$ cat config.mk
export PLATFORM = sky130hd
export DESIGN_NAME = lpm_sequencer
export DESIGN_NICKNAME = d
export VERILOG_FILES = /design/src/pkg/lpm_pkg.sv /design/src/hdl/lpm_sequencer.sv
export SDC_FILE = /design/constraint.sdc
export NUM_CORES = 1
export LEC_CHECK = 0
export BUFFER_PORTS_ARGS = -buffer_cell sky130_fd_sc_hd__buf_2
export CORE_ASPECT_RATIO = 1.4
export CORE_MARGIN = 2
export CORE_UTILIZATION = 52
export DETAILED_ROUTE_END_ITERATION = 8
export GPL_ROUTABILITY_DRIVEN = 0
export PLACE_DENSITY = 0.88
export SKIP_LAST_GASP = 1
export SYNTH_ARGS = -nofsm -noshare
export SYNTH_HDL_FRONTEND = slang
export SYNTH_SLANG_ARGS = --single-unit
$ cat constraint.sdc
create_clock -name clock -period 3.15 [get_ports clock]
set_input_delay 0.4725 -clock clock [delete_from_list [all_inputs] [get_ports clock]]
set_output_delay 0.4725 -clock clock [all_outputs]
set_load 0.02 [all_outputs]
$ cat src/pkg/lpm_pkg.sv
// Package for the low-power mode sequencer: register map, fields, timing
package lpm_pkg;

    // ------------------------------------------------------------------
    // Register byte offsets
    // ------------------------------------------------------------------
    localparam logic [7:0] OFF_CONFIG   = 8'h00;
    localparam logic [7:0] OFF_STATUS   = 8'h04;
    localparam logic [7:0] OFF_INT_STAT = 8'h08;
    localparam logic [7:0] OFF_INT_MASK = 8'h0C;

    // ------------------------------------------------------------------
    // Field positions
    // ------------------------------------------------------------------
    // config_register_one
    localparam int CFG_SHORT_RECOVERY_SELECT_BIT  = 0;
    localparam int CFG_WDDIS_BIT  = 1;
    localparam int CFG_WIDTH      = 2;
    // Status / interrupt bits
    localparam int EV_WAIT_EXIT   = 0;
    localparam int EV_STOP_EXIT   = 1;
    localparam int EV_BREAK_LP    = 2;
    localparam int EV_WIDTH       = 3;

    localparam logic [CFG_WIDTH-1:0] CFG_RESET = 2'h0;
    localparam logic [1:0] RESP_OKAY   = 2'h0;
    localparam logic [1:0] RESP_SLVERR = 2'h2;

    // ------------------------------------------------------------------
    // Timing
    // ------------------------------------------------------------------
    localparam int RECOVERY_LONG  = 4096;
    localparam int RECOVERY_SHORT = 32;
    localparam int CNT_WIDTH      = 13;

    // ------------------------------------------------------------------
    // Types
    // ------------------------------------------------------------------
    typedef enum logic [2:0] {
        LPM_RUN,
        LPM_WAIT,
        LPM_STOP,
        LPM_RECOVER,
        LPM_STACK
    } lpm_state_t;

    typedef struct packed {
        logic wait_instr;
        logic stop_instr;
    } lpm_cpu_req_t;

    typedef struct packed {
        logic cpu_clk_en;
        logic periph_clk_en;
        logic clockgen_output_en;
        logic cpu_halt_signal;
    } lpm_clk_ctl_t;

endpackage

$ cat src/hdl/lpm_sequencer.sv
// Low-power mode sequencer: wait and stop entry, wake-up and recovery
//
// The AXI4-Lite interface to the registers and the register addresses are this design's own decisions.
`timescale 1ns/1ps

module lpm_sequencer #(
    parameter int RECOVERY_LONG_CYC  = lpm_pkg::RECOVERY_LONG,
    parameter int RECOVERY_SHORT_CYC = lpm_pkg::RECOVERY_SHORT
) (
    input  wire logic                  clock,
    input  wire logic                  rst,
    // CPU side
    input  wire lpm_pkg::lpm_cpu_req_t cpu_req,
    input  wire logic                  periph_irq,
    input  wire logic                  break_req,
    input  wire logic                  sys_reset_req,
    output logic                       stack_start,
    output logic                       clear_int_mask,
    output logic                       force_soft_trap_vector,
    output lpm_pkg::lpm_clk_ctl_t      clk_ctl,
    output logic                       operating_watchdog_en,
    // AXI4-Lite slave
    input  wire logic [7:0]            s_awaddr,
    input  wire logic                  s_awvalid,
    output logic                       s_awready,
    input  wire logic [31:0]           s_wdata,
    input  wire logic [3:0]            s_wstrb,
    input  wire logic                  s_wvalid,
    output logic                       s_wready,
    output logic [1:0]                 s_bresp,
    output logic                       s_bvalid,
    input  wire logic                  s_bready,
    input  wire logic [7:0]            s_araddr,
    input  wire logic                  s_arvalid,
    output logic                       s_arready,
    output logic [31:0]                s_rdata,
    output logic [1:0]                 s_rresp,
    output logic                       s_rvalid,
    input  wire logic                  s_rready,
    output logic                       irq
);

    // ------------------------------------------------------------------
    // Declarations
    // ------------------------------------------------------------------
    localparam int CW = lpm_pkg::CNT_WIDTH;
    localparam int EW = lpm_pkg::EV_WIDTH;

    lpm_pkg::lpm_state_t          state_reg, state_next;
    logic [CW-1:0]                cnt_reg, cnt_next;
    logic [CW-1:0]                limit_reg, limit_next;
    logic                         brk_flag_reg, brk_flag_next;
    logic [lpm_pkg::CFG_WIDTH-1:0] cfg_reg, cfg_next;
    logic [EW-1:0]                ist_reg, ist_next;
    logic [EW-1:0]                imask_reg, imask_next;
    logic [EW-1:0]                ev;
    logic                         aw_got_reg, aw_got_next;
    logic                         w_got_reg, w_got_next;
    logic [7:0]                   awaddr_reg, awaddr_next;
    logic [31:0]                  wdata_reg, wdata_next;
    logic                         wstrb0_reg, wstrb0_next;
    logic                         bvalid_reg, bvalid_next;
    logic [1:0]                   bresp_reg, bresp_next;
    logic                         rvalid_reg, rvalid_next;
    logic [31:0]                  rdata_reg, rdata_next;
    logic [1:0]                   rresp_reg, rresp_next;
    logic                         stack_reg, stack_next;
    logic                         trap_reg, trap_next;
    logic                         clrm_reg, clrm_next;
    logic                         wr_fire;
    logic                         wake;

    // Recovery length in cycles from the select bit
    function automatic logic [CW-1:0] rec_len(input logic short_sel);
        rec_len = short_sel ? CW'(RECOVERY_SHORT_CYC)
                            : CW'(RECOVERY_LONG_CYC);
    endfunction

    // ------------------------------------------------------------------
    // Mode sequencer
    // ------------------------------------------------------------------
    assign wake = periph_irq | break_req | sys_reset_req;

    always_comb begin
        state_next    = state_reg;
        cnt_next      = cnt_reg;
        limit_next    = limit_reg;
        stack_next    = 1'b0;
        trap_next     = 1'b0;
        clrm_next     = 1'b0;
        brk_flag_next = brk_flag_reg;
        ev            = '0;
        unique case (state_reg)
            lpm_pkg::LPM_RUN: begin
                cnt_next = '0;
                if (cpu_req.stop_instr) begin
                    state_next = lpm_pkg::LPM_STOP;
                    clrm_next  = 1'b1;
                end else if (cpu_req.wait_instr) begin
                    state_next = lpm_pkg::LPM_WAIT;
                    clrm_next  = 1'b1;
                end
            end
            lpm_pkg::LPM_WAIT: begin
                if (wake) begin
                    state_next       = lpm_pkg::LPM_STACK;
                    ev[lpm_pkg::EV_WAIT_EXIT] = 1'b1;
                    if (break_req) begin
                        brk_flag_next = 1'b1;
                        ev[lpm_pkg::EV_BREAK_LP] = 1'b1;
                    end
                end
            end
            lpm_pkg::LPM_STOP: begin
                cnt_next = '0;
                if (wake) begin
                    state_next = lpm_pkg::LPM_RECOVER;
                    limit_next = rec_len(
                        cfg_reg[lpm_pkg::CFG_SHORT_RECOVERY_SELECT_BIT]);
                    if (break_req) begin
                        brk_flag_next = 1'b1;
                        ev[lpm_pkg::EV_BREAK_LP] = 1'b1;
                    end
                end
            end
            lpm_pkg::LPM_RECOVER: begin
                cnt_next = cnt_reg + CW'(1);
                if (cnt_reg == limit_reg - CW'(1)) begin
                    state_next = lpm_pkg::LPM_STACK;
                    ev[lpm_pkg::EV_STOP_EXIT] = 1'b1;
                end
            end
            lpm_pkg::LPM_STACK: begin
                state_next = lpm_pkg::LPM_RUN;
                stack_next = 1'b1;
                trap_next  = brk_flag_reg;
            end
            default: state_next = lpm_pkg::LPM_RUN;
        endcase
        if (sys_reset_req) begin
            state_next = lpm_pkg::LPM_RUN;
            stack_next = 1'b0;
        end
        if (state_reg == lpm_pkg::LPM_RUN && break_req) begin
            trap_next = 1'b1;
        end
        // Flag cleared by software write of one; set wins
        if (wr_fire && awaddr_reg == lpm_pkg::OFF_STATUS
            && wdata_reg[lpm_pkg::EV_BREAK_LP] && wstrb0_reg) begin
            brk_flag_next = 1'b0;
        end
        if (ev[lpm_pkg::EV_BREAK_LP]) begin
            brk_flag_next = 1'b1;
        end
    end

    always_ff @(posedge clock or posedge rst) begin
        if (rst) begin
            state_reg    <= lpm_pkg::LPM_RUN;
            cnt_reg      <= '0;
            limit_reg    <= '0;
            stack_reg    <= 1'b0;
            trap_reg     <= 1'b0;
            clrm_reg     <= 1'b0;
            brk_flag_reg <= 1'b0;
        end else begin
            state_reg    <= state_next;
            cnt_reg      <= cnt_next;
            limit_reg    <= limit_next;
            stack_reg    <= stack_next;
            trap_reg     <= trap_next;
            clrm_reg     <= clrm_next;
            brk_flag_reg <= brk_flag_next;
        end
    end

    always_comb begin
        clk_ctl.cpu_clk_en = state_reg == lpm_pkg::LPM_RUN
                          || state_reg == lpm_pkg::LPM_STACK;
        clk_ctl.periph_clk_en = state_reg != lpm_pkg::LPM_STOP
                             && state_reg != lpm_pkg::LPM_RECOVER;
        clk_ctl.clockgen_output_en = clk_ctl.periph_clk_en;
        clk_ctl.cpu_halt_signal = !clk_ctl.cpu_clk_en;
    end

    assign stack_start            = stack_reg;
    assign force_soft_trap_vector = trap_reg;
    assign clear_int_mask         = clrm_reg;
    // Watchdog keeps running in wait unless option disables it
    assign operating_watchdog_en  =
        !cfg_reg[lpm_pkg::CFG_WDDIS_BIT]
        && clk_ctl.periph_clk_en;

    // ------------------------------------------------------------------
    // Interrupt status and mask
    // ------------------------------------------------------------------
    always_comb begin
        ist_next   = ist_reg;
        imask_next = imask_reg;
        cfg_next   = cfg_reg;
        if (wr_fire && wstrb0_reg) begin
            unique case (awaddr_reg)
                lpm_pkg::OFF_CONFIG:
                    cfg_next = wdata_reg[lpm_pkg::CFG_WIDTH-1:0];
                lpm_pkg::OFF_INT_STAT:
                    ist_next = ist_reg & ~wdata_reg[EW-1:0];
                lpm_pkg::OFF_INT_MASK:
                    imask_next = wdata_reg[EW-1:0];
                default: ;
            endcase
        end
        ist_next = ist_next | ev;
    end

    always_ff @(posedge clock or posedge rst) begin
        if (rst) begin
            ist_reg   <= '0;
            imask_reg <= '0;
            cfg_reg   <= lpm_pkg::CFG_RESET;
        end else begin
            ist_reg   <= ist_next;
            imask_reg <= imask_next;
            cfg_reg   <= cfg_next;
        end
    end

    assign irq = |(ist_reg & imask_reg);

    // ------------------------------------------------------------------
    // AXI4-Lite slave
    // ------------------------------------------------------------------
    assign wr_fire = aw_got_reg && w_got_reg && !bvalid_reg;

    function automatic logic addr_ok(input logic [7:0] a);
        addr_ok = a == lpm_pkg::OFF_CONFIG || a == lpm_pkg::OFF_STATUS
               || a == lpm_pkg::OFF_INT_STAT
               || a == lpm_pkg::OFF_INT_MASK;
    endfunction

    always_comb begin
        aw_got_next = aw_got_reg;
        w_got_next  = w_got_reg;
        awaddr_next = awaddr_reg;
        wdata_next  = wdata_reg;
        wstrb0_next = wstrb0_reg;
        bvalid_next = bvalid_reg;
        bresp_next  = bresp_reg;
        rvalid_next = rvalid_reg;
        rdata_next  = rdata_reg;
        rresp_next  = rresp_reg;
        if (s_awvalid && s_awready) begin
            aw_got_next = 1'b1;
            awaddr_next = s_awaddr;
        end
        if (s_wvalid && s_wready) begin
            w_got_next = 1'b1;
            wdata_next = s_wdata;
            wstrb0_next = s_wstrb[0];
        end
        if (wr_fire) begin
            aw_got_next = 1'b0;
            w_got_next  = 1'b0;
            bvalid_next = 1'b1;
            bresp_next  = addr_ok(awaddr_reg) ? lpm_pkg::RESP_OKAY
                                              : lpm_pkg::RESP_SLVERR;
        end else if (bvalid_reg && s_bready) begin
            bvalid_next = 1'b0;
        end
        if (s_arvalid && s_arready) begin
            rvalid_next = 1'b1;
            rresp_next  = lpm_pkg::RESP_OKAY;
            rdata_next  = '0;
            unique case (s_araddr)
                lpm_pkg::OFF_CONFIG:
                    rdata_next[lpm_pkg::CFG_WIDTH-1:0] = cfg_reg;
                lpm_pkg::OFF_STATUS: begin
                    rdata_next[lpm_pkg::EV_BREAK_LP] = brk_flag_reg;
                    rdata_next[8 +: 3] = state_reg;
                end
                lpm_pkg::OFF_INT_STAT: rdata_next[EW-1:0] = ist_reg;
                lpm_pkg::OFF_INT_MASK: rdata_next[EW-1:0] = imask_reg;
                default: rresp_next = lpm_pkg::RESP_SLVERR;
            endcase
        end else if (rvalid_reg && s_rready) begin
            rvalid_next = 1'b0;
        end
    end

    always_ff @(posedge clock or posedge rst) begin
        if (rst) begin
            aw_got_reg <= 1'b0;
            w_got_reg  <= 1'b0;
            awaddr_reg <= '0;
            wdata_reg  <= '0;
            wstrb0_reg <= 1'b0;
            bvalid_reg <= 1'b0;
            bresp_reg  <= '0;
            rvalid_reg <= 1'b0;
            rdata_reg  <= '0;
            rresp_reg  <= '0;
        end else begin
            aw_got_reg <= aw_got_next;
            w_got_reg  <= w_got_next;
            awaddr_reg <= awaddr_next;
            wdata_reg  <= wdata_next;
            wstrb0_reg <= wstrb0_next;
            bvalid_reg <= bvalid_next;
            bresp_reg  <= bresp_next;
            rvalid_reg <= rvalid_next;
            rdata_reg  <= rdata_next;
            rresp_reg  <= rresp_next;
        end
    end

    assign s_awready = !aw_got_reg && !bvalid_reg;
    assign s_wready  = !w_got_reg && !bvalid_reg;
    assign s_bvalid  = bvalid_reg;
    assign s_bresp   = bresp_reg;
    assign s_arready = !rvalid_reg;
    assign s_rvalid  = rvalid_reg;
    assign s_rdata   = rdata_reg;
    assign s_rresp   = rresp_reg;

endmodule

==> flow_summary.toml, run 1 <==
[power]
seqPwrFrac_pct = 50.2
pwr-share-comb_pct = 25.6
internal_power_w = 0.00125
p_per_area_mw_per_mm2 = 612
p_sw_share_pct = 32.9
netSwitchingPower_w = 0.000613
leakage_nw = 1.50
fin_total_pwr_w = 0.00186
p_clk_share_pct = 24.2
vdd_drop_max_mv = 0.424

[outcome]
status = "complete, no violations"

[yosys]
syn-mean-instance-area_um2 = 10.3
synth_seq_area_share_pct = 49.5
ys_seq_elements = 54
synth_warnings = 0
yosys.cell_types.count = 44
synthesis.area_mm2 = 0.00273
syn_inst = 266

[critical_path]
cp_max_fo = 14
start_kind = "register"
r2r_end = "cnt_reg[7]$_DFFE_PP0P_"
r2r_cells = 4
crit_arrival_ns = 2.26
required_ns = 3.39
worstSetupPathType = "register to register"
rr_startpoint = "state_reg[1]$_DFFE_PP0P_"
worstSetupEndpointType = "register"
ff2ff_setup_slack_ns = 1.13

[cts]
clkTransAtPathRegs_ns = 0.10
insertion_delay_ns = 0.31
cts_post_setup_buffers_inserted = 0
clock_path_buffers = 2
htreeDepth = 2
cts_buffers = 5
postCtsHoldBufs = 0
cts_root_buffer = "clkbuf_8"
clock_sinks = 54
post_cts_resized = 0
cts_tree = "yes"

[routing]
wl_per_cell_um = 14.6
drt-pass1-iter-count = 4
first_iter_violations = 86
via_per_inst = 5.48
drt-total-wl_um = 5640
drcViolationCount = 0
ant_nets = 0
vias = 2111

[hold_path]
hold_path_end = "s_rvalid$_DFFE_PP0P_"
worstHoldPathType = "input pin to register"
whs_path_depth = 2
min_from = "s_rready"

[floorplan]
rows = 31
design.core.area_mm2 = 0.00512
dieArea_mm2 = 0.00585
die_x_um = 65.2
ios = 114
initial_core_util_pct = 53.3
die_height_um = 89.7

[sta]
post-route-min-period_ns = 2.02
fin_skew_ns = 0.0142
rsz0062_at_grt = "false"
setup_viol = 0
fin_crit_sh_pct = 64.1
finalHoldViolations = 0
relSlewSlack_pct = 26.3
fmax_ghz = 0.495
hold_slack_ns = 0.342
drv_slew = 0
worstMarginPinSlew_ns = 1.10
fin_setup_tns_ns = 0

[grt]
grt_pass1_wl_um = 9360
top_usage_layer = "met2"
antenna_found_initial = 0
grtUsageTotal_pct = 20.3
grt-ovfl-total = 0
met3_usage_pct = 3.00
grt_pass1_vias = 2072
grt_use_met2_pct = 34.5
grt_start_max_net_pins = 55
grt_use_met1_pct = 24.2

[job]
max_cap_violations = 0

[place]
dp_hpwl_um = 4280
portBuffers = 53

[layout]
antenna_cells = 0
drive_above_1_share_pct = 26.3
nets = 383
area_growth_syn_to_layout_pct = 11.5
largest_reg_flops = 13
n_fill_cell = 454
worst max-delay path, stage by stage, from the launching register on:
cell and delay (ns):
dfrtp_1 0.65, nand3b_1 0.35, nor3_1 0.55, and3_1 0.24, mux2i_1 0.17
cells by family after synthesis:
| logic type | Yosys count | synth area share, % |
|---|---|---|
| compound gates | 48 | 11.2 |
| xor+xnor | 2 | 1.15 |
| fa+ha+maj | 1 | 0.458 |
| buf+inv | 51 | 11.0 |
| flops | 54 | 49.5 |
| mux | 22 | 8.80 |
| other cells | 1 | 0.137 |
| simple gates | 87 | 17.8 |
cell type report:
class / count / area [µm²] / share of cell area (%)
sequential: 54 / 1350 / 44.4
multi-input combinational: 188 / 1180 / 38.7
timing repair buffer: 53 / 265 / 8.71
tap: 66 / 82.6 / 2.71
clock buffer: 7 / 76.3 / 2.51
inverter: 16 / 60.1 / 1.97
clock inverter: 1 / 30.0 / 0.986
cells in the final DEF, fill, tap and decap left out, types with 9 or more instances in the layout:
master and count:
inv_1 15, nand3_1 12, conb_1 28, o21ai_0 24
buf_2 53, dfrtp_1 54, nor2_1 11, nand2_1 23
mux2_2 16, nor2b_1 9
stage by stage:
step	instance area, µm²	cells	setup slack (ns)	utilization [%]
after global placement	2940	377	1.17	57.4
after global routing	3050	385	0.960	59.5
after CTS	3050	385	1.13	59.5
final	3050	385	1.13	59.5
after detailed placement	2940	377	1.14	57.4
after floorplan	2830	293	1.23	-
synthesized netlist by cell type:
cell type | n | area, µm²
nor2b_1 | 9 | 56.3
a2bb2oi_1 | 1 | 8.76
and4_1 | 1 | 8.76
a222oi_1 | 1 | 10.0
inv_1 | 16 | 60.1
or3_1 | 3 | 18.8
nand4_1 | 3 | 18.8
or3_4 | 1 | 11.3
nand2_1 | 23 | 86.3
a22o_1 | 3 | 26.3
o211ai_1 | 2 | 15.0
nor4_1 | 1 | 6.26
a41oi_1 | 1 | 8.76
xor2_1 | 1 | 8.76
buf_4 | 29 | 218
and3b_1 | 1 | 8.76
xnor3_1 | 1 | 22.5
o32ai_1 | 1 | 8.76
nor3_1 | 6 | 30.0
nand3b_1 | 1 | 7.51
nand2b_1 | 1 | 6.26
or4_4 | 1 | 11.3
or4_1 | 2 | 15.0
nor3_4 | 2 | 32.5
or2_2 | 2 | 12.5
o22ai_1 | 1 | 6.26
mux2_2 | 16 | 180
nand3_1 | 12 | 60.1
o21ai_0 | 24 | 120
o21a_1 | 4 | 30.0
and3_1 | 4 | 25.0
dfrtp_1 | 54 | 1350
clkbuf_1 | 6 | 22.5
a41o_1 | 1 | 10.0
o41ai_1 | 1 | 8.76
o31ai_1 | 2 | 15.0
nor2_1 | 11 | 41.3
a21oi_1 | 3 | 15.0
ha_1 | 1 | 12.5
or4b_2 | 2 | 20.0
conb_1 | 1 | 3.75
a22oi_1 | 3 | 22.5
mux2i_1 | 6 | 60.1
nand4b_1 | 1 | 8.76
worst max-delay path by stage:
stage / end / slack, ns / from / depth (start not counted)
3_5_place_dp: imask_reg[2]$_DFFE_PP0P_ / 1.14 / awaddr_reg[7]$_DFFE_PP0P_ / 4
3_3_place_gp: imask_reg[1]$_DFFE_PP0P_ / 1.17 / awaddr_reg[7]$_DFFE_PP0P_ / 4
2_1_floorplan: imask_reg[0]$_DFFE_PP0P_ / 1.23 / awaddr_reg[7]$_DFFE_PP0P_ / 4
5_1_grt: cnt_reg[7]$_DFFE_PP0P_ / 0.96 / state_reg[1]$_DFFE_PP0P_ / 4
6_report: cnt_reg[7]$_DFFE_PP0P_ / 1.13 / state_reg[1]$_DFFE_PP0P_ / 4
4_1_cts: imask_reg[2]$_DFFE_PP0P_ / 1.13 / awaddr_reg[7]$_DFFE_PP0P_ / 4
routing by layer:
metal	share of wire [%]	wire length [µm]
met5	0	0
met4	3.7	208
met3	3.8	217
met2	54	3050
met1	38	2160
power by group through the flow:
stage          sequential, W  combinational [W]  clock [W]
3_3_place_gp        0.000939           0.000458          0
3_5_place_dp        0.000949           0.000478          0
5_1_grt             0.000955           0.000525   0.000487
6_report            0.000937           0.000477   0.000450
2_1_floorplan       0.000930           0.000374          0
4_1_cts             0.000936           0.000481   0.000459
Power figures use the tool's default switching activity.
==> inputs of run 2 (changes only) <==
--- a/config.mk
+++ b/config.mk
@@ -8,10 +8,10 @@
 export BUFFER_PORTS_ARGS = -buffer_cell sky130_fd_sc_hd__buf_2
 export CORE_ASPECT_RATIO = 1.4
 export CORE_MARGIN = 2
-export CORE_UTILIZATION = 52
+export CORE_UTILIZATION = 48
 export DETAILED_ROUTE_END_ITERATION = 8
 export GPL_ROUTABILITY_DRIVEN = 0
-export PLACE_DENSITY = 0.88
+export PLACE_DENSITY = 0.82
 export SKIP_LAST_GASP = 1
 export SYNTH_ARGS = -nofsm -noshare
 export SYNTH_HDL_FRONTEND = slang
==> constraint.sdc (replaced) <==
create_clock -name clock -period 2 [get_ports clock]
set_input_delay 0.3 -clock clock [delete_from_list [all_inputs] [get_ports clock]]
set_output_delay 0.3 -clock clock [all_outputs]
set_load 0.02 [all_outputs]
==> run 2 against run 1 <==
Compared with the run above: hold slack worse by 0.17 ns; largest power group unchanged; worst setup slack got worse by 1.2 ns; the flow now finishes with violations (setup timing); non-clock buffer count grew 11; register-to-register slack lost 1.2 ns; sequential power increased by 56%; global-route usage down 1.8 points; count of clock-buffer cells in the layout unchanged; sequential share of layout area is 0.93 points lower.
==> flow_summary.toml, run 2 (synthesis gave the netlist of run 1 again) <==
[routing]
ant_nets = 0
drt-total-wl_um = 5470
drt-pass1-iter-count = 4
first_iter_violations = 106
vias = 2056
via_per_inst = 5.18
wl_per_cell_um = 13.8
drcViolationCount = 0

[power]
vdd_drop_max_mv = 0.690
leakage_nw = 1.54
p_per_area_mw_per_mm2 = 905

[cts]
cts_tree = "yes"
cts_post_setup_buffers_inserted = 0
clkTransAtPathRegs_ns = 0.08
cts_root_buffer = "clkbuf_8"
clock_path_buffers = 2
insertion_delay_ns = 0.30
htreeDepth = 2
clock_sinks = 54
cts_buffers = 5

[layout]
final_cell_mix = "54 x dfrtp_1, 53 x buf_2, 28 x conb_1"
area_growth_syn_to_layout_pct = 13.9
largest_reg_flops = 13
final_common_cell = "dfrtp_1"
drive_above_1_share_pct = 28.3
fin_area_mm2 = 0.00311
fin_util_pct = 56.7
nets = 394
antenna_cells = 0

[sta]
fin_setup_tns_ns = -0.0893
drv_slew = 0
setup_slack_ns = -0.0369
rsz0062_at_grt = "true"
fin_crit_sh_pct = 102
fin_skew_ns = 0.00701
post-route-min-period_ns = 2.04
finalHoldViolations = 0
fmax_ghz = 0.491
setup_viol = 3

[floorplan]
design.core.area_mm2 = 0.00549
rows = 32
ios = 114
die_x_um = 67.7
initial_core_util_pct = 49.8
die_height_um = 93.2
dieArea_mm2 = 0.00632

[job]
max_cap_violations = 0

[critical_path]
worstSetupPathType = "register to register"
cp_max_fo = 3
required_ns = 2.19
start_kind = "register"
worstSetupEndpointType = "register"
crit_arrival_ns = 2.22

[place]
dp_hpwl_um = 4350
portBuffers = 53
post-place-ws_ns = -0.0342
placed_area_mm2 = 0.00302

[outcome]
violations = "setup timing"
status = "finished, violations left"

[grt]
grt_start_max_net_pins = 20
grt_pass1_vias = 1929
antenna_found_initial = 0
grtUsageTotal_pct = 18.5
grt-ovfl-total = 0
grt_pass1_wl_um = 8780

[hold_path]
worstHoldPathType = "input pin to register"
## run 2: cell count changes in the layout (fill, tap and decap cells not counted)
cell,before,now
o21ai_1,0,2
mux2_2,16,14
bufinv_16,1,0
buf_4,0,10
dlygate4sd3_1,0,1
o21ai_0,24,22
mux2_4,0,2
## run 2: worst paths after layout
check	cells past startpoint	start	slack, ns	endpoint
min reg2reg	1	cnt_reg[12]$_DFFE_PP0P_	0.50	cnt_reg[12]$_DFFE_PP0P_
max in group asynchronous	4	rst	0.95	s_rresp[1]$_DFFE_PP0P_
min in group asynchronous	3	rst	0.52	cnt_reg[11]$_DFFE_PP0P_
max reg2reg	4	awaddr_reg[7]$_DFFE_PP0P_	-0.04	imask_reg[0]$_DFFE_PP0P_
min	2	s_bready	0.17	s_bvalid$_DFFE_PP0P_
max	4	awaddr_reg[7]$_DFFE_PP0P_	-0.04	imask_reg[0]$_DFFE_PP0P_
## run 2: final cells by class
cell class | instances | area, µm²
fill | 491 | 2370
sequential | 54 | 1350
multi-input combinational | 188 | 1190
timing repair buffer | 64 | 350
tap | 68 | 85.1
clock buffer | 7 | 76.3
inverter | 16 | 60.1
## run 2: stage by stage
stage	total power, W	std cells	hold slack, ns
floorplan	0.00205	293	0.371
global placement	0.00224	389	0.308
detailed placement	0.00227	389	0.310
CTS	0.00283	397	0.163
global route	0.00299	397	0.176
finish	0.00282	397	0.169
## run 2: layer usage
metal | wire length, µm | up-vias | global-route usage [%]
met5 | 0 | - | 0
met3 | 290 | 9 | 4.21
li1 | - | 1001 | -
met1 | 2120 | 991 | 22.0
met4 | 91 | 0 | 6.80
met2 | 2970 | 55 | 31.9
## run 2: critical path, stage by stage (launching register included)
cell and delay [ns]:
dfrtp_1 0.39, or4_4 0.55, or3_4 0.42, nor3_4 0.20, mux2_2 0.37
## run 2: repair_timing
item                                    4_1_cts  5_1_grt
resized for setup                             0        4
endpoints found under the setup margin        3        7
endpoints found under the hold margin        16        0
hold buffers                                  1        0
gates cloned                                  0        0
## run 2: where the power goes
part | switching [W] | total, W | internal [W]
combinational | 0.000453 | 0.000787 | 0.000333
clock | 0.000325 | 0.000567 | 0.000242
sequential | 0.000172 | 0.00146 | 0.00129
